### src/verilog/mspm_pkg.sv
package mspm_pkg;
  // strap code bits {bit3,bit2,bit1,bit0}
  localparam logic [3:0] STRAP_SINGLE_SERIAL = 4'h4;
  localparam logic [3:0] STRAP_TWO_SER_ONE_PAR = 4'h6;
  localparam logic [3:0] STRAP_TWO_SER_EXP = 4'h5;
  localparam logic [3:0] STRAP_SINGLE_PAR = 4'h3;
  localparam logic [3:0] STRAP_DUAL_PAR = 4'h2;
  // pin group widths
  localparam int SER_PINS = 8;
  localparam int PAR_PINS = 20;
  localparam int SPARE_PINS = 4;
  // strap bit positions within the spare group and parallel group
  localparam int PAR_DIR_BIT = 17;
  localparam int PAR_HVALID_BIT = 19;
  localparam int SPARE_BIT0 = 0;
  localparam int SPARE_BIT1 = 2;
  // strap capture delay in cycles after reset release
  localparam logic [1:0] CAPTURE_CYCLES = 2'h2;

  typedef enum logic [5:0] {
    MSPM_WAIT = 6'h01,
    MSPM_SINGLE_SERIAL = 6'h02,
    MSPM_TWO_SER_ONE_PAR = 6'h04,
    MSPM_TWO_SER_EXP = 6'h08,
    MSPM_SINGLE_PAR = 6'h10,
    MSPM_DUAL_PAR = 6'h20
  } mspm_mode_e;

  // parallel port core side signals
  typedef struct packed {
    logic [7:0] data_out;
    logic data_oe;
    logic strobe_n;
    logic linefeed_n;
    logic init_n;
    logic select_in_n;
    logic direction;
    logic host_valid;
  } mspm_par_out_s;

  typedef struct packed {
    logic [7:0] data_in;
    logic ack_n;
    logic not_ready;
    logic paper_out;
    logic online;
    logic fault_n;
    logic far_valid;
  } mspm_par_in_s;

  // serial port core side signals
  typedef struct packed {
    logic tx;
    logic term_ready_n;
    logic req_to_send_n;
  } mspm_ser_out_s;

  typedef struct packed {
    logic rx;
    logic clear_to_send_n;
    logic carrier_n;
    logic set_ready_n;
    logic ring_n;
  } mspm_ser_in_s;

  // expansion bus core side signals
  typedef struct packed {
    logic [7:0] data_out;
    logic data_oe;
    logic [2:0] addr;
    logic read_n;
    logic write_n;
    logic periph_reset;
    logic reserved_line;
    logic sel_a_n;
    logic sel_b_n;
    logic sel_c_n;
    logic sel_d_n;
  } mspm_exp_out_s;

  typedef struct packed {
    logic [7:0] data_in;
    logic exp_irq_a;
    logic exp_irq_b;
    logic exp_irq_c;
    logic exp_irq_d;
  } mspm_exp_in_s;
endpackage

### src/verilog/mspm_pin_mux.sv
// Notes on behaviour
// - mode comes only from the captured strap register, never from software.
// - straps sampled once right after reset release, then held.
// - five strap codes select five modes; board pulls each strap pin.
// - single-serial mode drives only serial port one; other shared pin groups undriven.
// - dual-parallel puts second parallel data on serial-one pins in mapped order.
// - dual-parallel puts second parallel control on serial-two and spare pins.
// - expansion mode maps busy, ack, paper-end, select to irq c, b, a, d.
// - expansion mode maps strobes, init, select-in, error, direction pins as listed.
// - general purpose pins are never multiplexed in any mode.
// - data stays valid while strobe is low.
// - init and select-in active low; init is open-drain.
// - data bus driven in compatibility, idle in nibble, bidirectional otherwise.
// - direction high host-to-peripheral, low peripheral-to-host.
// - host-valid high only while host lines valid; far valid low when off.
// - serial modem controls are active low.
// - serial tx and rx serve transceiver or infrared parts alike.
// - expansion reads and writes use separate active-low strobes.
`timescale 1ns/10ps
module mspm_pin_mux
  import mspm_pkg::*;
(
  // clock and reset
  input wire logic clk_sys,
  input wire logic rst_b,
  // core side: serial ports
  input wire mspm_ser_out_s ser1_core_out,
  input wire mspm_ser_out_s ser2_core_out,
  output mspm_ser_in_s ser1_core_in,
  output mspm_ser_in_s ser2_core_in,
  // core side: parallel ports
  input wire mspm_par_out_s par1_core_out,
  input wire mspm_par_out_s par2_core_out,
  output mspm_par_in_s par1_core_in,
  output mspm_par_in_s par2_core_in,
  // core side: expansion bus
  input wire mspm_exp_out_s exp_core_out,
  output mspm_exp_in_s exp_core_in,
  // core side: general purpose lines
  input wire logic [3:0] gpio_core_out,
  input wire logic [3:0] gpio_core_oe,
  output logic [3:0] gpio_core_in,
  // mode status
  output logic [3:0] strap_value,
  output logic strap_valid,
  output logic [5:0] mode_onehot,
  // serial one pin group (8 pins)
  input wire logic [SER_PINS-1:0] ser1_pin_in,
  output logic [SER_PINS-1:0] ser1_pin_out,
  output logic [SER_PINS-1:0] ser1_pin_oe,
  // serial two pin group (8 pins)
  input wire logic [SER_PINS-1:0] ser2_pin_in,
  output logic [SER_PINS-1:0] ser2_pin_out,
  output logic [SER_PINS-1:0] ser2_pin_oe,
  // parallel one pin group (20 pins)
  input wire logic [PAR_PINS-1:0] par_pin_in,
  output logic [PAR_PINS-1:0] par_pin_out,
  output logic [PAR_PINS-1:0] par_pin_oe,
  // spare pin group (4 pins)
  input wire logic [SPARE_PINS-1:0] spare_pin_in,
  output logic [SPARE_PINS-1:0] spare_pin_out,
  output logic [SPARE_PINS-1:0] spare_pin_oe,
  // general purpose pins
  input wire logic [3:0] gpio_pin_in,
  output logic [3:0] gpio_pin_out,
  output logic [3:0] gpio_pin_oe
);

  // serial pin order: 0 ctsn,1 dcdn,2 dsrn,3 rin,4 rxd,5 dtrn,6 rtsn,7 txd
  // parallel pin order: 0-7 data,8 busy,9 ack,10 paper,11 select,12 fault,
  // 13 select-in,14 init,15 linefeed,16 strobe,17 dir,18 far valid,19 host valid
  // spare order: 0 strap0 pin,1 far-valid2,2 strap1 pin,3 select2
  // in the serial modes only txd, rtsn and dtrn drive; the other five serial pins are inputs
  localparam logic [SER_PINS-1:0] SER_OUT_MASK = 8'hE0;

  // input synchronisers: first stage feeds only the second
  // every pin is asynchronous to clk_sys, so no logic reads a first stage
  logic [SER_PINS-1:0] s1_meta_reg;
  logic [SER_PINS-1:0] s1_sync_reg;
  logic [SER_PINS-1:0] s2_meta_reg;
  logic [SER_PINS-1:0] s2_sync_reg;
  logic [PAR_PINS-1:0] p_meta_reg;
  logic [PAR_PINS-1:0] p_sync_reg;
  logic [SPARE_PINS-1:0] x_meta_reg;
  logic [SPARE_PINS-1:0] x_sync_reg;
  logic [3:0] g_meta_reg;
  logic [3:0] g_sync_reg;

  always_ff @(posedge clk_sys or negedge rst_b) begin
    if (!rst_b) begin
      s1_meta_reg <= 8'h00;
      s1_sync_reg <= 8'h00;
      s2_meta_reg <= 8'h00;
      s2_sync_reg <= 8'h00;
      p_meta_reg <= 20'h00000;
      p_sync_reg <= 20'h00000;
      x_meta_reg <= 4'h0;
      x_sync_reg <= 4'h0;
      g_meta_reg <= 4'h0;
      g_sync_reg <= 4'h0;
    end else begin
      s1_meta_reg <= ser1_pin_in;
      s1_sync_reg <= s1_meta_reg;
      s2_meta_reg <= ser2_pin_in;
      s2_sync_reg <= s2_meta_reg;
      p_meta_reg <= par_pin_in;
      p_sync_reg <= p_meta_reg;
      x_meta_reg <= spare_pin_in;
      x_sync_reg <= x_meta_reg;
      g_meta_reg <= gpio_pin_in;
      g_sync_reg <= g_meta_reg;
    end
  end

  // strap capture: wait for synchronisers to fill after release, then latch once
  // the short wait keeps the reset-zero sync stages out of the strap code
  mspm_mode_e mode_reg;
  mspm_mode_e mode_next;
  logic [1:0] cap_cnt_reg;
  logic [1:0] cap_cnt_next;
  logic [3:0] strap_reg;
  logic [3:0] strap_next;
  logic [3:0] strap_now;

  always_comb begin
    strap_now = {p_sync_reg[PAR_DIR_BIT], p_sync_reg[PAR_HVALID_BIT],
                 x_sync_reg[SPARE_BIT1], x_sync_reg[SPARE_BIT0]};
    mode_next = mode_reg;
    cap_cnt_next = cap_cnt_reg;
    strap_next = strap_reg;
    case (mode_reg)
      MSPM_WAIT: begin
        // both sync stages must hold real pin levels before the capture
        if (cap_cnt_reg != CAPTURE_CYCLES) begin
          cap_cnt_next = cap_cnt_reg + 2'h1;
        end else begin
          strap_next = strap_now;
          // unknown codes fall back to single serial, the least-driving mode
          case (strap_now)
            STRAP_TWO_SER_ONE_PAR: mode_next = MSPM_TWO_SER_ONE_PAR;
            STRAP_TWO_SER_EXP: mode_next = MSPM_TWO_SER_EXP;
            STRAP_SINGLE_PAR: mode_next = MSPM_SINGLE_PAR;
            STRAP_DUAL_PAR: mode_next = MSPM_DUAL_PAR;
            default: mode_next = MSPM_SINGLE_SERIAL;
          endcase
        end
      end
      default: begin
        // no path leaves a mode; only reset returns to wait
        mode_next = mode_reg; // held until next reset
      end
    endcase
  end

  always_ff @(posedge clk_sys or negedge rst_b) begin
    if (!rst_b) begin
      mode_reg <= MSPM_WAIT;
      cap_cnt_reg <= 2'h0;
      strap_reg <= 4'h0;
    end else begin
      mode_reg <= mode_next;
      cap_cnt_reg <= cap_cnt_next;
      strap_reg <= strap_next;
    end
  end

  // pin routing per mode; everything undriven by default
  logic [SER_PINS-1:0] s1_out_next;
  logic [SER_PINS-1:0] s1_oe_next;
  logic [SER_PINS-1:0] s2_out_next;
  logic [SER_PINS-1:0] s2_oe_next;
  logic [PAR_PINS-1:0] p_out_next;
  logic [PAR_PINS-1:0] p_oe_next;
  logic [SPARE_PINS-1:0] x_out_next;
  logic [SPARE_PINS-1:0] x_oe_next;
  mspm_ser_in_s ser1_in_next;
  mspm_ser_in_s ser2_in_next;
  mspm_par_in_s par1_in_next;
  mspm_par_in_s par2_in_next;
  mspm_exp_in_s exp_in_next;

  // serial pin group helper values; modem lines pass unchanged, active low
  function automatic logic [SER_PINS-1:0] ser_drive(input mspm_ser_out_s so);
    ser_drive = {so.tx, so.req_to_send_n, so.term_ready_n, 5'h00};
  endfunction

  // serial input pins gathered back into the core-side struct
  function automatic mspm_ser_in_s ser_take(input logic [SER_PINS-1:0] p);
    ser_take = '{rx: p[4], clear_to_send_n: p[0], carrier_n: p[1],
                 set_ready_n: p[2], ring_n: p[3]};
  endfunction

  always_comb begin
    // defaults: every pin released, every core input idle
    s1_out_next = 8'h00;
    s1_oe_next = 8'h00;
    s2_out_next = 8'h00;
    s2_oe_next = 8'h00;
    p_out_next = 20'h00000;
    p_oe_next = 20'h00000;
    x_out_next = 4'h0;
    x_oe_next = 4'h0;
    // idle inputs: lines read inactive when not routed, except not_ready, which reads busy
    ser1_in_next = '{rx: 1'b1, clear_to_send_n: 1'b1, carrier_n: 1'b1,
                     set_ready_n: 1'b1, ring_n: 1'b1};
    ser2_in_next = ser1_in_next;
    par1_in_next = '{data_in: 8'h00, ack_n: 1'b1, not_ready: 1'b1, paper_out: 1'b0,
                     online: 1'b0, fault_n: 1'b1, far_valid: 1'b0};
    par2_in_next = par1_in_next;
    exp_in_next = '{data_in: 8'h00, exp_irq_a: 1'b0, exp_irq_b: 1'b0,
                    exp_irq_c: 1'b0, exp_irq_d: 1'b0};

    // serial ports: one in single-serial mode, both in the two-serial modes
    case (mode_reg)
      MSPM_SINGLE_SERIAL: begin
        s1_out_next = ser_drive(ser1_core_out);
        s1_oe_next = SER_OUT_MASK;
        ser1_in_next = ser_take(s1_sync_reg);
      end
      MSPM_TWO_SER_ONE_PAR, MSPM_TWO_SER_EXP: begin
        s1_out_next = ser_drive(ser1_core_out);
        s1_oe_next = SER_OUT_MASK;
        ser1_in_next = ser_take(s1_sync_reg);
        s2_out_next = ser_drive(ser2_core_out);
        s2_oe_next = SER_OUT_MASK;
        ser2_in_next = ser_take(s2_sync_reg);
      end
      default: begin
      end
    endcase

    // first parallel port in three modes
    if (mode_reg == MSPM_TWO_SER_ONE_PAR || mode_reg == MSPM_SINGLE_PAR || mode_reg == MSPM_DUAL_PAR) begin
      p_out_next = {par1_core_out.host_valid, 1'b0, par1_core_out.direction,
                    par1_core_out.strobe_n, par1_core_out.linefeed_n, 1'b0,
                    par1_core_out.select_in_n, 5'h00, par1_core_out.data_out};
      // init open-drain: enabled only when pulling low
      p_oe_next = {1'b1, 1'b0, 1'b1, 1'b1, 1'b1,
                   ~par1_core_out.init_n, 1'b1, 5'h00,
                   {8{par1_core_out.data_oe}}};
      par1_in_next = '{data_in: p_sync_reg[7:0], ack_n: p_sync_reg[9], not_ready: p_sync_reg[8],
                       paper_out: p_sync_reg[10], online: p_sync_reg[11],
                       fault_n: p_sync_reg[12], far_valid: p_sync_reg[18]};
    end

    // expansion bus on the parallel pins
    if (mode_reg == MSPM_TWO_SER_EXP) begin
      p_out_next = {exp_core_out.addr[2], exp_core_out.addr[1], exp_core_out.addr[0],
                    exp_core_out.read_n, exp_core_out.write_n, exp_core_out.periph_reset,
                    exp_core_out.reserved_line, exp_core_out.sel_b_n, 4'h0, exp_core_out.data_out};
      p_oe_next = {8'hFF, 4'h0, {8{exp_core_out.data_oe}}};
      x_out_next = {exp_core_out.sel_d_n, exp_core_out.sel_c_n, 1'b0, exp_core_out.sel_a_n};
      x_oe_next = 4'hD;
      exp_in_next = '{data_in: p_sync_reg[7:0], exp_irq_a: p_sync_reg[10], exp_irq_b: p_sync_reg[9],
                      exp_irq_c: p_sync_reg[8], exp_irq_d: p_sync_reg[11]};
    end

    // second parallel port over serial and spare pins
    // serial cores keep idle inputs here; their pins now belong to port two
    if (mode_reg == MSPM_DUAL_PAR) begin
      s1_out_next = {par2_core_out.data_out[7], par2_core_out.data_out[5], par2_core_out.data_out[6],
                     par2_core_out.data_out[4], par2_core_out.data_out[0], par2_core_out.data_out[3],
                     par2_core_out.data_out[1], par2_core_out.data_out[2]};
      s1_oe_next = {8{par2_core_out.data_oe}};
      s2_out_next = {par2_core_out.strobe_n, 1'b0, par2_core_out.linefeed_n,
                     par2_core_out.select_in_n, 4'h0};
      s2_oe_next = {1'b1, ~par2_core_out.init_n, 1'b1, 1'b1, 4'h0};
      x_out_next = {1'b0, par2_core_out.host_valid, 1'b0, par2_core_out.direction};
      x_oe_next = 4'h5;
      par2_in_next = '{data_in: {s1_sync_reg[7], s1_sync_reg[5], s1_sync_reg[6], s1_sync_reg[4],
                                 s1_sync_reg[2], s1_sync_reg[0], s1_sync_reg[1], s1_sync_reg[3]},
                       ack_n: s2_sync_reg[0], not_ready: s2_sync_reg[1], fault_n: s2_sync_reg[2],
                       paper_out: s2_sync_reg[3], online: x_sync_reg[3], far_valid: x_sync_reg[1]};
    end
  end

  // pin output registers; wait state leaves every pin enable low except the gpio enables, which follow gpio_core_oe
  always_ff @(posedge clk_sys or negedge rst_b) begin
    if (!rst_b) begin
      ser1_pin_out <= 8'h00;
      ser1_pin_oe <= 8'h00;
      ser2_pin_out <= 8'h00;
      ser2_pin_oe <= 8'h00;
      par_pin_out <= 20'h00000;
      par_pin_oe <= 20'h00000;
      spare_pin_out <= 4'h0;
      spare_pin_oe <= 4'h0;
      gpio_pin_out <= 4'h0;
      gpio_pin_oe <= 4'h0;
    end else begin
      ser1_pin_out <= s1_out_next;
      ser1_pin_oe <= s1_oe_next;
      ser2_pin_out <= s2_out_next;
      ser2_pin_oe <= s2_oe_next;
      par_pin_out <= p_out_next;
      par_pin_oe <= p_oe_next;
      spare_pin_out <= x_out_next;
      spare_pin_oe <= x_oe_next;
      gpio_pin_out <= gpio_core_out;
      gpio_pin_oe <= gpio_core_oe;
    end
  end

  // core-side input registers; with the sync stages the core sees a pin three edges late
  always_ff @(posedge clk_sys or negedge rst_b) begin
    if (!rst_b) begin
      ser1_core_in <= '1;
      ser2_core_in <= '1;
      par1_core_in <= '0;
      par2_core_in <= '0;
      exp_core_in <= '0;
      gpio_core_in <= 4'h0;
    end else begin
      ser1_core_in <= ser1_in_next;
      ser2_core_in <= ser2_in_next;
      par1_core_in <= par1_in_next;
      par2_core_in <= par2_in_next;
      exp_core_in <= exp_in_next;
      gpio_core_in <= g_sync_reg;
    end
  end

  // status outputs from flops
  always_ff @(posedge clk_sys or negedge rst_b) begin
    if (!rst_b) begin
      strap_value <= 4'h0;
      strap_valid <= 1'b0;
      mode_onehot <= 6'h01;
    end else begin
      strap_value <= strap_next;
      // next values, so status rises at the capture edge itself
      strap_valid <= (mode_next != MSPM_WAIT);
      mode_onehot <= mode_next;
    end
  end

endmodule

### config.mk
export PLATFORM = sky130hd
export DESIGN_NAME = mspm_pin_mux
export DESIGN_NICKNAME = d
export VERILOG_FILES = /design/src/verilog/mspm_pkg.sv /design/src/verilog/mspm_pin_mux.sv
export SDC_FILE = /design/constraint.sdc
export NUM_CORES = 1
export LEC_CHECK = 0
export BUFFER_PORTS_ARGS = -buffer_cell sky130_fd_sc_hd__buf_4
export CAP_MARGIN = 20
export CORE_AREA = 2 2 116 118
export CTS_BUF_LIST = sky130_fd_sc_hd__clkbuf_4 sky130_fd_sc_hd__clkbuf_8
export CTS_CLUSTER_DIAMETER = 50
export DETAILED_ROUTE_END_ITERATION = 10
export DIE_AREA = 0 0 118 120
export PLACE_DENSITY_LB_ADDON = 0.1
export SYNTH_ARGS = -nofsm -noshare
export SYNTH_HDL_FRONTEND = slang
export SYNTH_SLANG_ARGS = --single-unit
### constraint.sdc
create_clock -name clk_sys -period 1.6 [get_ports clk_sys]
set_input_delay 0.48 -clock clk_sys [delete_from_list [all_inputs] [get_ports clk_sys]]
set_output_delay 0.48 -clock clk_sys [all_outputs]
set_load 0.02 [all_outputs]
Yosys cells after proc, flatten, opt, wreduce, memory -nomap -nowiden
Cells that the tools add are included.

storage, ports and cells
  output and inout port bits = 153
  logic and storage cells = 100
  bits in registers = 237
  input port bits = 110

operators by class
  multiplexer cells = 24
  add/sub/neg operators = 1
  equality and inequality tests = 12
  bitwise logic cells = 3
  reductions and logical operators = 6

operators with widths
  cell                   count
  $mux W20               4
  $mux W8                8
  $mux W14               2
  $pmux W6 S4            1
  $mux W4                4
  $mux W12               1
  $mux W6                2
  $mux W5                2
  $eq A4 B2 Y1 const B   2
  $eq A4 B3 Y1 const B   2
  $eq A6 B1 Y1 const B   1
  $eq A6 B2 Y1 const B   1
  $eq A6 B3 Y1 const B   1
  $eq A6 B4 Y1 const B   1
  $eq A6 B5 Y1 const B   1
  $eq A6 B6 Y1 const B   1
  $ne A6 B1 Y1 const B   1
  $reduce_and A2 Y1      2
  $not A1 Y1             3
  $reduce_or A3 Y1       1
  $add A2 B1 Y2 const B  1
  $logic_or A1 B1 Y1     2
  $ne A2 B2 Y1 const B   1
  $reduce_or A2 Y1       1

Logic depth before layout (Yosys ltp)
Gate-level depths: netlist of the first run.

  depth in word-level cells = 5
  mapped depth = 6
  depth with buffers taken out = 4

Least setup slack after synthesis of the first run
Ideal clock, no wire load.

  path kind = flip-flop to flip-flop
  start point = reg, netlist name mode_onehot[3]
  end point = reg strap_value[0]
  arrival time = 1,388 ps
  path buffers = 1
  required time = 1,475 ps
  library setup time = 125 ps
  setup slack = 87 ps
  stages on the path, launching flop included = 5
  period minus slack after synthesis = 1,513 ps
  path through = dfrtp_1 > buf_6 > nor4b_4 > nand3_4 > mux2_4

RTL lines
  item                  RTL line             source
  end signal, assigned  mspm_pin_mux.sv:330  strap_value <= strap_next;
  end, declared         mspm_pin_mux.sv:44   output logic [3:0] strap_value,

Worst setup path after layout of the first run
  start point = reg ser1_core_in[3] (netlist bit)
  end point = out ser1_core_in[3] (netlist bit)

RTL lines
  item                    RTL line             source
  start, declared         mspm_pin_mux.sv:29   output mspm_ser_in_s ser1_core_in,
  start signal, assigned  mspm_pin_mux.sv:314  ser1_core_in <= ser1_in_next;

No word-level cell between the ends.

==> results by stage, run 1 <==
Logic synthesis:
- The count of mapped cells out of synthesis is between 300 and 400.
- The share of synthesized area in the top cell type comes to just over 70%.
- The share of the synthesized area in compound gates (AO/OA/AOI/OAI) is under 10%.
- Summing the areas of all xor and xnor instances in the mapped netlist gives 0.424% of the synthesized area.
- The adder and majority cell fraction of the synthesized area is 0.202%.
- The cell type contributing the most total cell area after synthesis is sky130_fd_sc_hd__dfrtp_1.
- The post-synthesis mux area share is under 10%.
- The simple-gate share of the synthesized area is just over 9%.
- Among all flip-flop cells after synthesis, the most frequent one is sky130_fd_sc_hd__dfrtp_1.
- The largest family of logic cells by synthesized area is simple AND/OR/NAND/NOR gates.
- By area the synthesized netlist is led by sky130_fd_sc_hd__dfrtp_1, sky130_fd_sc_hd__buf_4, sky130_fd_sc_hd__and2_1, sky130_fd_sc_hd__dfstp_2, sky130_fd_sc_hd__a22o_1.
- The netlist uses 37 different library cells.
- Summing the sequential cell areas from Yosys gives 77.4% of the chip area.
- The average size of a mapped cell is around 16 sq um.
- The number of synthesis warnings is 0.
- After synthesis the cells add up to 0.00620 sq mm.
- The number of register bits inferred by synthesis is 191.
- Counting flops with a built-in enable in the synthesized netlist gives 0.
- Of all flip-flops after synthesis, the portion carrying an async set or reset was 100%.

Run status:
- The final reports fail on negative setup slack.
- The flow ran to the end, but the final reports show violations.

Drt:
- The wire length per cell after detailed routing is 15.9 microns.
- Wires add up to 12.9 mm.
- The remaining routing DRC violations is 0.
- The number of DRC markers in iteration 0 is 124.
- The number of antenna-violating nets in the routed design is 0.
- The detailed-route vias per instance is between 4 and 5.
- Before antenna repair, the detailed router went through 4 iterations.
- The final route contains roughly 3.6k vias.

Power:
- Summed over all cells, the static leakage comes to 0.00447 uW.
- The maximum vdd drop is approximately 0.00068 V.
- Power spread over the standard cell area amounts to 962 mW/mm^2.

Clock network:
- The buffer depth of the longest clock path is 2.
- The CTS sink count is 191.
- In this run the clock root is driven by a sky130_fd_sc_hd__clkbuf_8.
- Clock latency on the worst-skew pair, taken at its later pin, is 460 ps.
- TritonCTS built the clock tree.
- Clock-pin slew was measured on the worst setup and hold paths at ~100 ps.
- The level count of the clock H-tree is 4.
- TritonCTS created 17 clock buffers.

Critical path:
- The worst setup path is captured at a primary output.
- The required time at the endpoint of the critical path is 1120 ps.
- For the worst setup path, the data arrival time is 1140 ps.
- The worst register-to-register path begins at mode_onehot[0].
- Counting cells, the worst reg-to-reg path comes to 4.
- Together, buffers and inverters on the worst path number 1.
- The startpoint kind of the worst setup timing path is a flop.
- Among cell families on the critical path, the largest total delay comes from flip-flops.
- The maximum fanout along the worst path is 1.
- The critical path is of the reg2out type.
- The end of the worst register-to-register path is strap_value[1].
- Walking the worst path, the cells encountered are buf_6.
- The worst reg-to-reg setup slack is 10 ps.
- The worst-path cell with the longest stage delay is sky130_fd_sc_hd__dfstp_2.
- The largest stage delay on the critical path is 560 ps.

GRT:
- The via count of the first global-routing pass is approximately 3.7k.
- The maximum number of pins on one net before global-route repair is 47.
- Global routing used a little under a fifth of the available tracks.
- The first global-routing pass estimated 19.4 mm of wire.
- The total overflow reported by the global router is 0.
- The number of antenna violations at the first check in global routing is 0.

Timing:
- The final worst hold slack is between 100 and 150 ps.
- Setup repair after global routing could not meet its margin everywhere.
- Setup violations remaining at the end of the flow were counted as 10.
- Based on the critical path, the design can be clocked at up to between 600 and 700 MHz.
- Counting I/O delays and the setup requirement, the final critical path takes 1620 ps.
- The post-route clock skew is around 9.5 ps.
- The total negative setup slack is -62.5 ps.
- The final setup slack of the worst path is -17.7 ps.
- The number of hold-slack violations in the final timing report is 0.
- The final period utilization is 101%.
- The max-slew violation count is 0.

Cells and area:
- The summed area of non-filler cells in the final layout is 0.00865 sq mm.
- Leaving out fill and tap cells, the most frequent cells in the layout are sky130_fd_sc_hd__buf_4, sky130_fd_sc_hd__dfrtp_1, sky130_fd_sc_hd__and2_1.
- The area growth from synthesis to final layout is 39.6%.
- The fraction of final layout cells sized beyond drive strength 1 is 51.1%.
- At the end of the flow the core is filled with cells to 66.6%.
- The net total in the final layout is approximately 740.
- The number of antenna cells inserted is 0.
- The library cell used most frequently in the layout, excluding fill and tap cells, is sky130_fd_sc_hd__buf_4.
- Leaving out filler cells and counting taps, the final layout contains 816.

Die:
- The total die area is between 0.01 and 0.015 sq mm.
- Row generation in the floorplan step produced 42 rows.
- The area of the core is 0.0130 sq mm.
- The vertical extent of the die is 120 microns.
- The horizontal die dimension is 118 microns.
- In this run the count of I/O pins placed on the die edge is 263.
- For this configuration, the core starts out at a cell density of between 40% and 50%.

Min path:
- The terminating pin of the worst hold path is p_meta_reg[6].
- The start point of the worst min-delay path is par_pin_in[6].
- The instance count along the most critical hold path is 1.
- The min-delay analysis places its worst path in the category in2reg.

Placement:
- In this run the tool buffered the top-level ports with 237 buffer cells.
- After legalization and detailed placement, the total HPWL measured 8.57 mm.
- The cell area reported after detailed placement is 0.00803 sq mm.
- The count of placed standard cells including taps is 770.
- Routability-driven placement finished with a final weighted congestion of 0.801.

Flow run:
- Max-cap violations in this run came to 0.
[report_power, final]
| group | total, uW | internal [uW] | leakage (uW) | switching (uW) |
|---|---|---|---|---|
| Sequential | 4970 | 4930 | 0.00238 | 37.4 |
| Clock | 2950 | 1270 | 0.000178 | 1680 |
| Combinational | 407 | 212 | 0.00191 | 195 |
| Total | 8320 | 6420 | 0.00447 | 1910 |
[routing by layer]
metal	up-vias	GRT usage (%)	wire, microns
met2	171	30.5	6670
li1	1675	-	-
met4	0	8.13	304
met3	17	6.61	943
met1	1783	21.3	5030
met5	-	0	0
[cell families (layout without fill, tap and decap cells)]
family                     after synthesis  after routing
adders and majority gates                1              1
buffers and inverters                   56            298
other                                    1             18
DFF                                    191            191
and+or+nand+nor                         86             88
AOI/OAI and AO/OA                       36             36
xor gates and xnor gates                 3              3
muxes                                    5              5
[worst max path at each step]
stage,from,endpoint,slack (ps),cells after the start
floorplan,mode_onehot[3],strap_value[0],90,4
global placement,mode_onehot[0],strap_value[0],120,3
detailed placement,mode_onehot[2],ser1_pin_out[7],50,3
CTS,ser1_core_in[3],ser1_core_in[3],-60,1
global route,par_pin_oe[7],par_pin_oe[5],-80,1
finish,ser1_core_in[3],ser1_core_in[3],-20,1
[cell usage after synthesis (all sizes together) (2+ instances only)]
cell      n
dfstp    11
a21o      2
dfrtp   180
and4b     2
o21ai     2
nand2b   16
or2       2
nor2b     2
o21a      2
buf      51
and2     48
and3      3
nor3      3
nand3b    2
xor2      2
a41o      3
nor4b     2
nor2      5
mux2      4
o211a     2
a22o     21
inv       4
[final cells by class]
class                   count  area (sq um)
flip-flops and latches    191          4800
fillers                   936          4330
repair buffers            262          2150
multi-input cells         151          1080
clock buffers              18           241
well taps                 176           220
clock inverters            14           133
inverters                   4          15.0
[metrics by stage]
stage | worst slack, ps | total power, uW
6_report | -17.7 | 8320
5_1_grt | -76.5 | 8660
4_1_cts | -57.8 | 8430
3_5_place_dp | 49.8 | 5480
3_3_place_gp | 116 | 5460
2_1_floorplan | 87.0 | 5160
[repair_timing]
| item | CTS | global route |
|---|---|---|
| pin swaps | 0 | 1 |
| hold endpoints to repair | 33 | 0 |
| resized for setup | 28 | 15 |
| endpoints found under the setup margin | 32 | 38 |
| hold buffers | 1 | 0 |
| setup buffers | 10 | 1 |
| cloned | 0 | 2 |
(Power assumes the default switching activity.)
==> run 2, diff against run 1 <==
--- a/config.mk
+++ b/config.mk
@@ -5,13 +5,14 @@
 export SDC_FILE = /design/constraint.sdc
 export NUM_CORES = 1
 export LEC_CHECK = 0
+export ABC_AREA = 1
 export BUFFER_PORTS_ARGS = -buffer_cell sky130_fd_sc_hd__buf_4
 export CAP_MARGIN = 20
-export CORE_AREA = 2 2 116 118
-export CTS_BUF_LIST = sky130_fd_sc_hd__clkbuf_4 sky130_fd_sc_hd__clkbuf_8
+export CORE_AREA = 2 2 128 130
+export CTS_BUF_LIST = sky130_fd_sc_hd__clkbuf_8
 export CTS_CLUSTER_DIAMETER = 50
 export DETAILED_ROUTE_END_ITERATION = 10
-export DIE_AREA = 0 0 118 120
+export DIE_AREA = 0 0 130 132
 export PLACE_DENSITY_LB_ADDON = 0.1
 export SYNTH_ARGS = -nofsm -noshare
 export SYNTH_HDL_FRONTEND = slang
==> run 2 against run 1 <==
Effect of this change:
- the run now ends clean
- first-iteration DRC count decreased by 4.0%
- sequential share of layout area is 0.087 points lower
- wire length grew 5.0%
- setup slack improved by 35 ps
- clock power grew 14%
- clock skew rose by 6.5 ps
- area after synthesis about the same
- maximum frequency up 2.2%
- global-route usage down 2.0 points
- critical path depth unchanged
- largest power group unchanged
==> results by stage, run 2 <==
Critical path:
- The worst reg-to-reg setup slack is 120 ps (was 10 ps).
- The startpoint kind of the worst setup timing path is a flop (unchanged).
- The required time at the endpoint of the critical path is 1120 ps (about the same).
- The family of cells with the greatest summed delay on the critical path is flip-flops (unchanged).
- CP Cell Sequence: buf_4 (was buf_6).
- The endpoint kind of the worst setup timing path is a primary output (unchanged).
- The depth of the worst register-to-register path is 6 (was 4).
- The type of the worst setup path is reg2out (unchanged).
- The largest stage delay on the critical path is 480 ps (was 560 ps).
- The combined buffer and inverter count along the critical path was 1 (unchanged).
- The data arrival at the endpoint of the critical path is 1100 ps (was 1140 ps).
- The origin of the critical flop-to-flop path is mode_onehot[3] (was mode_onehot[0]).
- The end of the worst register-to-register path is par1_core_in[9] (was strap_value[1]).
- The worst-path cell with the longest stage delay is sky130_fd_sc_hd__dfrtp_2 (was sky130_fd_sc_hd__dfstp_2).
- The maximum fanout along the worst path is 8 (was 1).
- The path length in cells of the critical path came to 1 (unchanged).

Cells and area:
- The summed area of non-filler cells in the final layout is 0.00865 sq mm (unchanged).
- The area growth from synthesis to final layout is 39.6% (about the same).
- The most frequent standard cell in the layout excluding fill and tap cells is sky130_fd_sc_hd__buf_4 (unchanged).
- The net total in the final layout was 842 (was 738).
- The fraction of final layout cells sized beyond drive strength 1 is 43.8% (was 51.1%).
- The total of fill cells in the finished design was 1399 (was 936).
- The number of antenna cells inserted came to 0 (unchanged).
- Commonest non-fill, non-tap cells in the layout: sky130_fd_sc_hd__buf_4, sky130_fd_sc_hd__dfrtp_1, sky130_fd_sc_hd__nand2_1 (was sky130_fd_sc_hd__buf_4, sky130_fd_sc_hd__dfrtp_1, sky130_fd_sc_hd__and2_1).

Timing:
- The final period utilization was 98.9% (was 101%).
- The achievable frequency was 632 MHz (was 618 MHz).
- The final critical delay including setup and external delays is 1580 ps (was 1620 ps).
- The number of hold-slack violations in the final timing report is 0 (unchanged).
- The final-report setup violation count came to 0 (was 10).
- Setup repair after global routing missed its margin: yes (unchanged).
- The max-slew violation count is 0 (unchanged).
- The final setup slack of the worst path came to 16.8 ps (was -17.7 ps).
- The post-route clock skew is 16.0 ps (was 9.48 ps).

Drt:
- The vias after detailed routing is 3887 (was 3646).
- The topmost layer with routed signal wires is met4 (unchanged).
- The number of antenna-violating nets in the routed design is 0 (unchanged).
- The detailed-route vias per instance is 4.05 (was 4.47).
- The number of detailed-routing iterations run before antenna repair is 4 (unchanged).
- The wire length per cell after detailed routing is 14.2 microns (was 15.9 microns).
- The number of DRC markers in iteration 0 is 119 (was 124).
- The remaining routing DRC violations is 0 (unchanged).
- The post-route met1 wirelength is 4.99 mm (was 5.03 mm).
- The routed wire length on met2 was 7.08 mm (was 6.67 mm).
- The final wirelength is 13.6 mm (was 12.9 mm).
- The met3 routed wirelength came to 1.25 mm (was 943 microns).

Clock network:
- The clock transition at the registers of the reported paths is 100 ps (about the same).
- The clock tree from TritonCTS was built (unchanged).
- The CTS sink count is 191 (unchanged).
- The level count of the clock H-tree was 4 (unchanged).
- The buffer depth of the longest clock path is 2 (unchanged).
- The clock root buffer is sky130_fd_sc_hd__clkbuf_8 (unchanged).
- The total CTS buffers is 17 (unchanged).
- The later-pin clock latency in the skew report came to 450 ps (was 460 ps).

Die:
- The vertical extent of the die was 132 microns (was 120 microns).
- The initial core utilization came to 39.4% (was 47.7%).
- The total die area is 0.0172 sq mm (was 0.0142 sq mm).
- The I/O pin count is 263 (unchanged).
- The area of the core is 0.0157 sq mm (was 0.0130 sq mm).
- The total number of placement rows is 46 (was 42).
- The horizontal die dimension is 130 microns (was 118 microns).

Power:
- The internal power of the cells is 6810 uW (was 6420 uW).
- The leakage power summed over all cells is 0.00474 uW (was 0.00447 uW).
- The net switching component of the power is 1930 uW (was 1910 uW).
- The share of total power in combinational logic is 4.9% (about the same).
- The portion of total power attributed to the clock network is 38.3% (was 35.4%).
- The relative contribution of sequential cells to total power was 56.8% (was 59.7%).
- The power density relative to cell area is 1010 mW/mm^2 (was 962 mW/mm^2).
- The switching share of total power is 22.1% (was 22.9%).
- The maximum vdd drop is 0.000623 V (was 0.000682 V).

GRT:
- The first-pass GRT wire length came to 20.7 mm (was 19.4 mm).
- The global-route usage over all layers is 16.2% (was 18.3%).
- The number of antenna violations at the first check in global routing is 0 (unchanged).
- The via count of the first global-routing pass is 4037 (was 3685).
- The total overflow reported by the global router is 0 (unchanged).
- The maximum number of pins on one net before global-route repair was 52 (was 47).

Min path:
- The start point of the worst min-delay path is ser1_pin_in[2] (was par_pin_in[6]).
- The kind of path behind the tightest hold check is in2reg (unchanged).
- The instance count along the most critical hold path came to 1 (unchanged).
- The terminating pin of the worst hold path is s1_meta_reg[2] (was p_meta_reg[6]).

Logic synthesis:
- Biggest area contributors in the synthesized netlist: sky130_fd_sc_hd__dfrtp_1, sky130_fd_sc_hd__nand2_1, sky130_fd_sc_hd__buf_4, sky130_fd_sc_hd__dfstp_2, sky130_fd_sc_hd__inv_1 (was sky130_fd_sc_hd__dfrtp_1, sky130_fd_sc_hd__buf_4, sky130_fd_sc_hd__and2_1, sky130_fd_sc_hd__dfstp_2, sky130_fd_sc_hd__a22o_1).
- The number of enable flip-flop cells after synthesis came to 0 (unchanged).
- The share of Yosys cell area claimed by the top area cell type is 72.7% (about the same).
- The number of distinct standard cells referenced by the synthesized netlist is 21 (was 37).
- The number of synthesis warnings is 0 (unchanged).
- The cell type contributing the most total cell area after synthesis is sky130_fd_sc_hd__dfrtp_1 (unchanged).
- The sequential share of the synthesized area is 77.3% (was 77.4%).
- The average size of a mapped cell is 12.8 sq um (was 16.3 sq um).
- List of most frequent post-synthesis cells: sky130_fd_sc_hd__dfrtp_1, sky130_fd_sc_hd__nand2_1, sky130_fd_sc_hd__inv_1, sky130_fd_sc_hd__nor2_1, sky130_fd_sc_hd__buf_4 (was sky130_fd_sc_hd__dfrtp_1, sky130_fd_sc_hd__and2_1, sky130_fd_sc_hd__buf_4, sky130_fd_sc_hd__a22o_1, sky130_fd_sc_hd__nand2b_1).
- The most used flip-flop cell after synthesis is sky130_fd_sc_hd__dfrtp_1 (unchanged).
- The async set or reset register ratio after synthesis was 100% (unchanged).
- The synthesized cell area is 0.00620 sq mm (about the same).
- The most common cell in the synthesized netlist is sky130_fd_sc_hd__dfrtp_1 (unchanged).
- The count of mapped cells out of synthesis is 486 (was 379).
- The number of register bits inferred by synthesis is 191 (unchanged).

Placement:
- The final weighted congestion in routability-driven placement is 0.797 (was 0.801).
- The number of port buffers was 237 (unchanged).
- The cell area reported after detailed placement came to 0.00812 sq mm (was 0.00803 sq mm).
- The half-perimeter wire length after placement is 10.1 mm (was 8.57 mm).
- The pre-CTS worst setup slack is 176 ps (was 49.8 ps).

Flow run:
- The max-capacitance violation count is 0 (unchanged).

Run status:
- Outcome: finished clean (was complete, but fails checks).
-- run 2: changes by cell type in the layout (fill, tap and decap cells not counted), sizes merged, moves of 4 or more --
cell,delta
o21ai,+6
buf,-7
nand2b,-16
inv,+55
a22o,-21
nand2,+112
and2,-48
mux2,-4
nor2,+52
and3,-5
nand3,+7
-- run 2: per-layer routing --
metal	global-route usage [%]	vias to the layer above
met2	28.0	179
met3	6.09	20
met5	0	-
met1	17.8	1822
met4	6.87	0
li1	-	1866
-- run 2: final cells by class --
cell class | count | area [sq um] | area share, %
repair buffers | 255 | 2030 | 23.4
multi-input cells | 208 | 901 | 10.4
flip-flops and latches | 191 | 4800 | 55.4
clock buffers | 19 | 262 | 3.02
inverters | 58 | 218 | 2.52
clock inverters | 13 | 175 | 2.03
well taps | 216 | 270 | 3.12
-- run 2: worst max path at each step --
stage                         from              end  slack [ps]
floorplan           mode_onehot[4]   strap_value[2]         250
global placement    mode_onehot[4]  par1_core_in[3]         200
detailed placement  mode_onehot[4]  par1_core_in[9]         180
CTS                  par_pin_oe[7]    par_pin_oe[0]         -40
global route         par_pin_oe[7]    par_pin_oe[3]         -60
finish               par_pin_oe[7]    par_pin_oe[0]          20
-- run 2: kinds of logic after synthesis --
family          after synthesis  share of synthesized area, %
compound gates                8                          1.07
fa+ha+maj                     1                         0.202
buf+inv                     104                          9.15
flops                       191                          77.3
other cells                   1                        0.0605
simple gates                181                          12.2
-- run 2: timing repair --
action,in CTS,in global routing
endpoints found under the hold margin,18,0
gates resized for setup,12,8
cloned,0,0
setup buffers,1,1
setup endpoints to repair,19,26
hold buffers,1,0
pin swaps,0,0
-- run 2: power by group through the flow --
| stage | logic, uW | clock network (uW) | registers (uW) |
|---|---|---|---|
| floorplan | 104 | 0 | 5070 |
| CTS | 443 | 3480 | 4970 |
| finish | 431 | 3350 | 4960 |
| detailed placement | 439 | 0 | 5060 |
| global route | 480 | 3660 | 4980 |
| global placement | 433 | 0 | 5060 |
-- run 2: per-stage QoR --
stage | total power [uW] | setup TNS, ps | hold WS [ps] | cells | utilization (%)
2_1_floorplan | 5180 | 0 | 184 | 503 | -
3_3_place_gp | 5490 | 0 | 332 | 925 | 51.7
3_5_place_dp | 5500 | 0 | 335 | 925 | 51.7
4_1_cts | 8890 | -511 | 84.3 | 959 | 54.8
5_1_grt | 9110 | -958 | 74.3 | 960 | 55.0
6_report | 8740 | 0 | 126 | 960 | 55.0
==> run 3, diff against run 2 <==
--- a/config.mk
+++ b/config.mk
@@ -8,12 +8,13 @@
 export ABC_AREA = 1
 export BUFFER_PORTS_ARGS = -buffer_cell sky130_fd_sc_hd__buf_4
 export CAP_MARGIN = 20
-export CORE_AREA = 2 2 128 130
+export CORE_AREA = 2 2 116 118
 export CTS_BUF_LIST = sky130_fd_sc_hd__clkbuf_8
 export CTS_CLUSTER_DIAMETER = 50
 export DETAILED_ROUTE_END_ITERATION = 10
-export DIE_AREA = 0 0 130 132
+export DIE_AREA = 0 0 118 120
 export PLACE_DENSITY_LB_ADDON = 0.1
+export RECOVER_POWER = 25
 export SYNTH_ARGS = -nofsm -noshare
 export SYNTH_HDL_FRONTEND = slang
 export SYNTH_SLANG_ARGS = --single-unit
==> run 3 against run 2 <==
Effect of this change:
- critical endpoint is now par_pin_oe[6]
- critical path type unchanged
- critical path depth stayed put
- largest power group unchanged
- flip-flop and latch count did not move
- die area shrank 17%
- setup slack worse by 9.3 ps
- clock skew down 8.8 ps
==> results by stage, run 3 (synthesized netlist as in run 2, its figures left out) <==
Cells and area:
- The summed area of non-filler cells in the final layout is 0.00846 sq mm (was 0.00865 sq mm).
- The most frequent standard cell in the layout excluding fill and tap cells is sky130_fd_sc_hd__buf_4 (unchanged).
- The area growth from synthesis to final layout came to 36.4% (was 39.6%).
- Commonest non-fill, non-tap cells in the layout: sky130_fd_sc_hd__buf_4, sky130_fd_sc_hd__dfrtp_1, sky130_fd_sc_hd__nand2_1 (unchanged).
- The fraction of final layout cells sized beyond drive strength 1 is 43.1% (was 43.8%).
- The net total in the final layout is 836 (was 842).
- The number of antenna cells inserted is 0 (unchanged).

Timing:
- The final worst hold slack came to 151 ps (was 126 ps).
- The number of hold-slack violations in the final timing report is 0 (unchanged).
- The achievable frequency is 628 MHz (was 632 MHz).
- The final-report setup violation count is 0 (unchanged).
- The post-route clock skew is 7.12 ps (was 16.0 ps).
- The final period utilization was 99.5% (was 98.9%).
- The max-slew violation count is 0 (unchanged).
- Setup repair after global routing missed its margin: yes (unchanged).
- The final setup slack of the worst path is 7.57 ps (was 16.8 ps).
- For the pin with the worst max-slew slack, the measured transition is 627 ps.
- Measured against its own limit, the worst slew margin works out to between 50% and 60%.
- The final critical delay including setup and external delays was 1590 ps (was 1580 ps).

Die:
- The total number of placement rows is 42 (was 46).
- The horizontal die dimension is 118 microns (was 130 microns).
- The vertical extent of the die is 120 microns (was 132 microns).
- The total die area is 0.0142 sq mm (was 0.0172 sq mm).
- The I/O pin count is 263 (unchanged).
- The initial core utilization was 47.7% (was 39.4%).
- The area of the core is 0.0130 sq mm (was 0.0157 sq mm).

Drt:
- The number of DRC markers in iteration 0 is 186 (was 119).
- The detailed-route vias per instance is 4.30 (was 4.05).
- The remaining routing DRC violations was 0 (unchanged).
- The final wirelength is 12.9 mm (was 13.6 mm).
- The number of detailed-routing iterations run before antenna repair is 4 (unchanged).
- The number of antenna-violating nets in the routed design is 0 (unchanged).
- The vias after detailed routing is 3929 (was 3887).
- The wire length per cell after detailed routing is 14.1 microns (was 14.2 microns).

GRT:
- The first-pass GRT wire length is 20.4 mm (was 20.7 mm).
- The total overflow reported by the global router is 0 (unchanged).
- The via count of the first global-routing pass was 4037 (unchanged).
- The global-route usage over all layers was 19.1% (was 16.2%).
- The maximum number of pins on one net before global-route repair is 53 (was 52).
- The number of antenna violations at the first check in global routing is 0 (unchanged).

Clock network:
- The level count of the clock H-tree came to 4 (unchanged).
- The clock tree from TritonCTS is built (unchanged).
- The clock transition at the registers of the reported paths came to 90 ps (was 100 ps).
- The later-pin clock latency in the skew report is 450 ps (about the same).
- The CTS sink count is 191 (unchanged).
- The total CTS buffers came to 17 (unchanged).
- The clock root buffer was sky130_fd_sc_hd__clkbuf_8 (unchanged).
- The buffer depth of the longest clock path is 2 (unchanged).

Critical path:
- The family of cells with the greatest summed delay on the critical path was flip-flops (unchanged).
- The maximum fanout along the worst path is 8 (unchanged).
- The depth of the worst register-to-register path came to 6 (unchanged).
- The data arrival at the endpoint of the critical path is 1110 ps (was 1100 ps).
- The combined buffer and inverter count along the critical path is 1 (unchanged).
- The origin of the critical flop-to-flop path is mode_onehot[0] (was mode_onehot[3]).
- The largest stage delay on the critical path was 480 ps (about the same).
- The required time at the endpoint of the critical path is 1120 ps (about the same).
- The source of the critical timing path is par_pin_oe[7] (unchanged).
- The worst-path cell with the longest stage delay is sky130_fd_sc_hd__dfrtp_2 (unchanged).
- The startpoint kind of the worst setup timing path is a flop (unchanged).
- The end of the worst register-to-register path is par1_core_in[7] (was par1_core_in[9]).
- CP Cell Sequence: buf_4 (unchanged).
- The worst reg-to-reg setup slack is 110 ps (was 120 ps).
- The endpoint kind of the worst setup timing path is a primary output (unchanged).
- The type of the worst setup path is reg2out (unchanged).

Power:
- The power density relative to cell area is 958 mW/mm^2 (was 1010 mW/mm^2).
- The leakage power summed over all cells is 0.00465 uW (was 0.00474 uW).
- The total power was 8100 uW (was 8740 uW).
- The maximum vdd drop is 0.000948 V (was 0.000623 V).

Placement:
- The pre-CTS worst setup slack is 145 ps (was 176 ps).
- The cell area reported after detailed placement is 0.00803 sq mm (was 0.00812 sq mm).
- The number of port buffers came to 237 (unchanged).
- The half-perimeter wire length after placement was 9.46 mm (was 10.1 mm).
- The final weighted congestion in routability-driven placement is 0.793 (was 0.797).

Min path:
- The start point of the worst min-delay path is ser1_pin_in[1] (was ser1_pin_in[2]).
- The kind of path behind the tightest hold check was in2reg (unchanged).
- The terminating pin of the worst hold path is s1_meta_reg[1] (was s1_meta_reg[2]).
- The instance count along the most critical hold path is 1 (unchanged).

Flow run:
- The max-capacitance violation count is 0 (unchanged).

Run status:
- Outcome: finished clean (unchanged).
## run 3: changes by cell type in the layout (fill, tap and decap cells not counted), sizes merged
cell | previous run | this run
clkinv | 2 | 3
clkbuf | 20 | 65
buf | 253 | 201
bufinv | 3 | 0
clkinvlp | 2 | 7
inv | 64 | 62
## run 3: through the flow
step                      utilization, %  std cells  TNS [ps]
after global placement              61.9        880         0
after floorplan                        -        503         0
after CTS                           65.0        914      -210
final                               65.1        914         0
after detailed placement            61.9        880         0
after global routing                65.1        914      -585
## run 3: layer usage
metal / global-route usage, % / up-vias / wire length (microns)
li1: - / 1851 / -
met2: 31.8 / 172 / 6640
met5: 0 / - / 0
met3: 7.89 / 23 / 1190
met4: 8.89 / 0 / 346
met1: 21.6 / 1883 / 4730
## run 3: worst max-delay path by stage
stage	to	slack, ps	cells past startpoint
2_1_floorplan	strap_value[2]	250	7
3_3_place_gp	ser1_pin_out[6]	180	5
3_5_place_dp	ser1_pin_out[5]	150	5
4_1_cts	mode_onehot[0]	-20	1
5_1_grt	ser1_core_in[4]	-50	1
6_report	par_pin_oe[6]	8	1
## run 3: area by class of cell
cell class	count	area (sq um)
flip-flops and latches	191	4790
repair buffers	249	1960
inverters	58	218
clock inverters	14	96.3
fillers	1037	4520
multi-input cells	208	915
well taps	176	220
clock buffers	18	248
## run 3: power breakdown
part	internal, uW	total [uW]	switching [uW]
registers	4930	4960	30.7
clock network	1110	2720	1610
logic	198	418	220
total	6240	8100	1860
## run 3: repair_timing
item	CTS	global route
gates cloned	0	0
setup endpoints to repair	19	22
gates resized for setup	13	4
hold buffers	1	0
buffers inserted	1	0
endpoints found under the hold margin	24	0
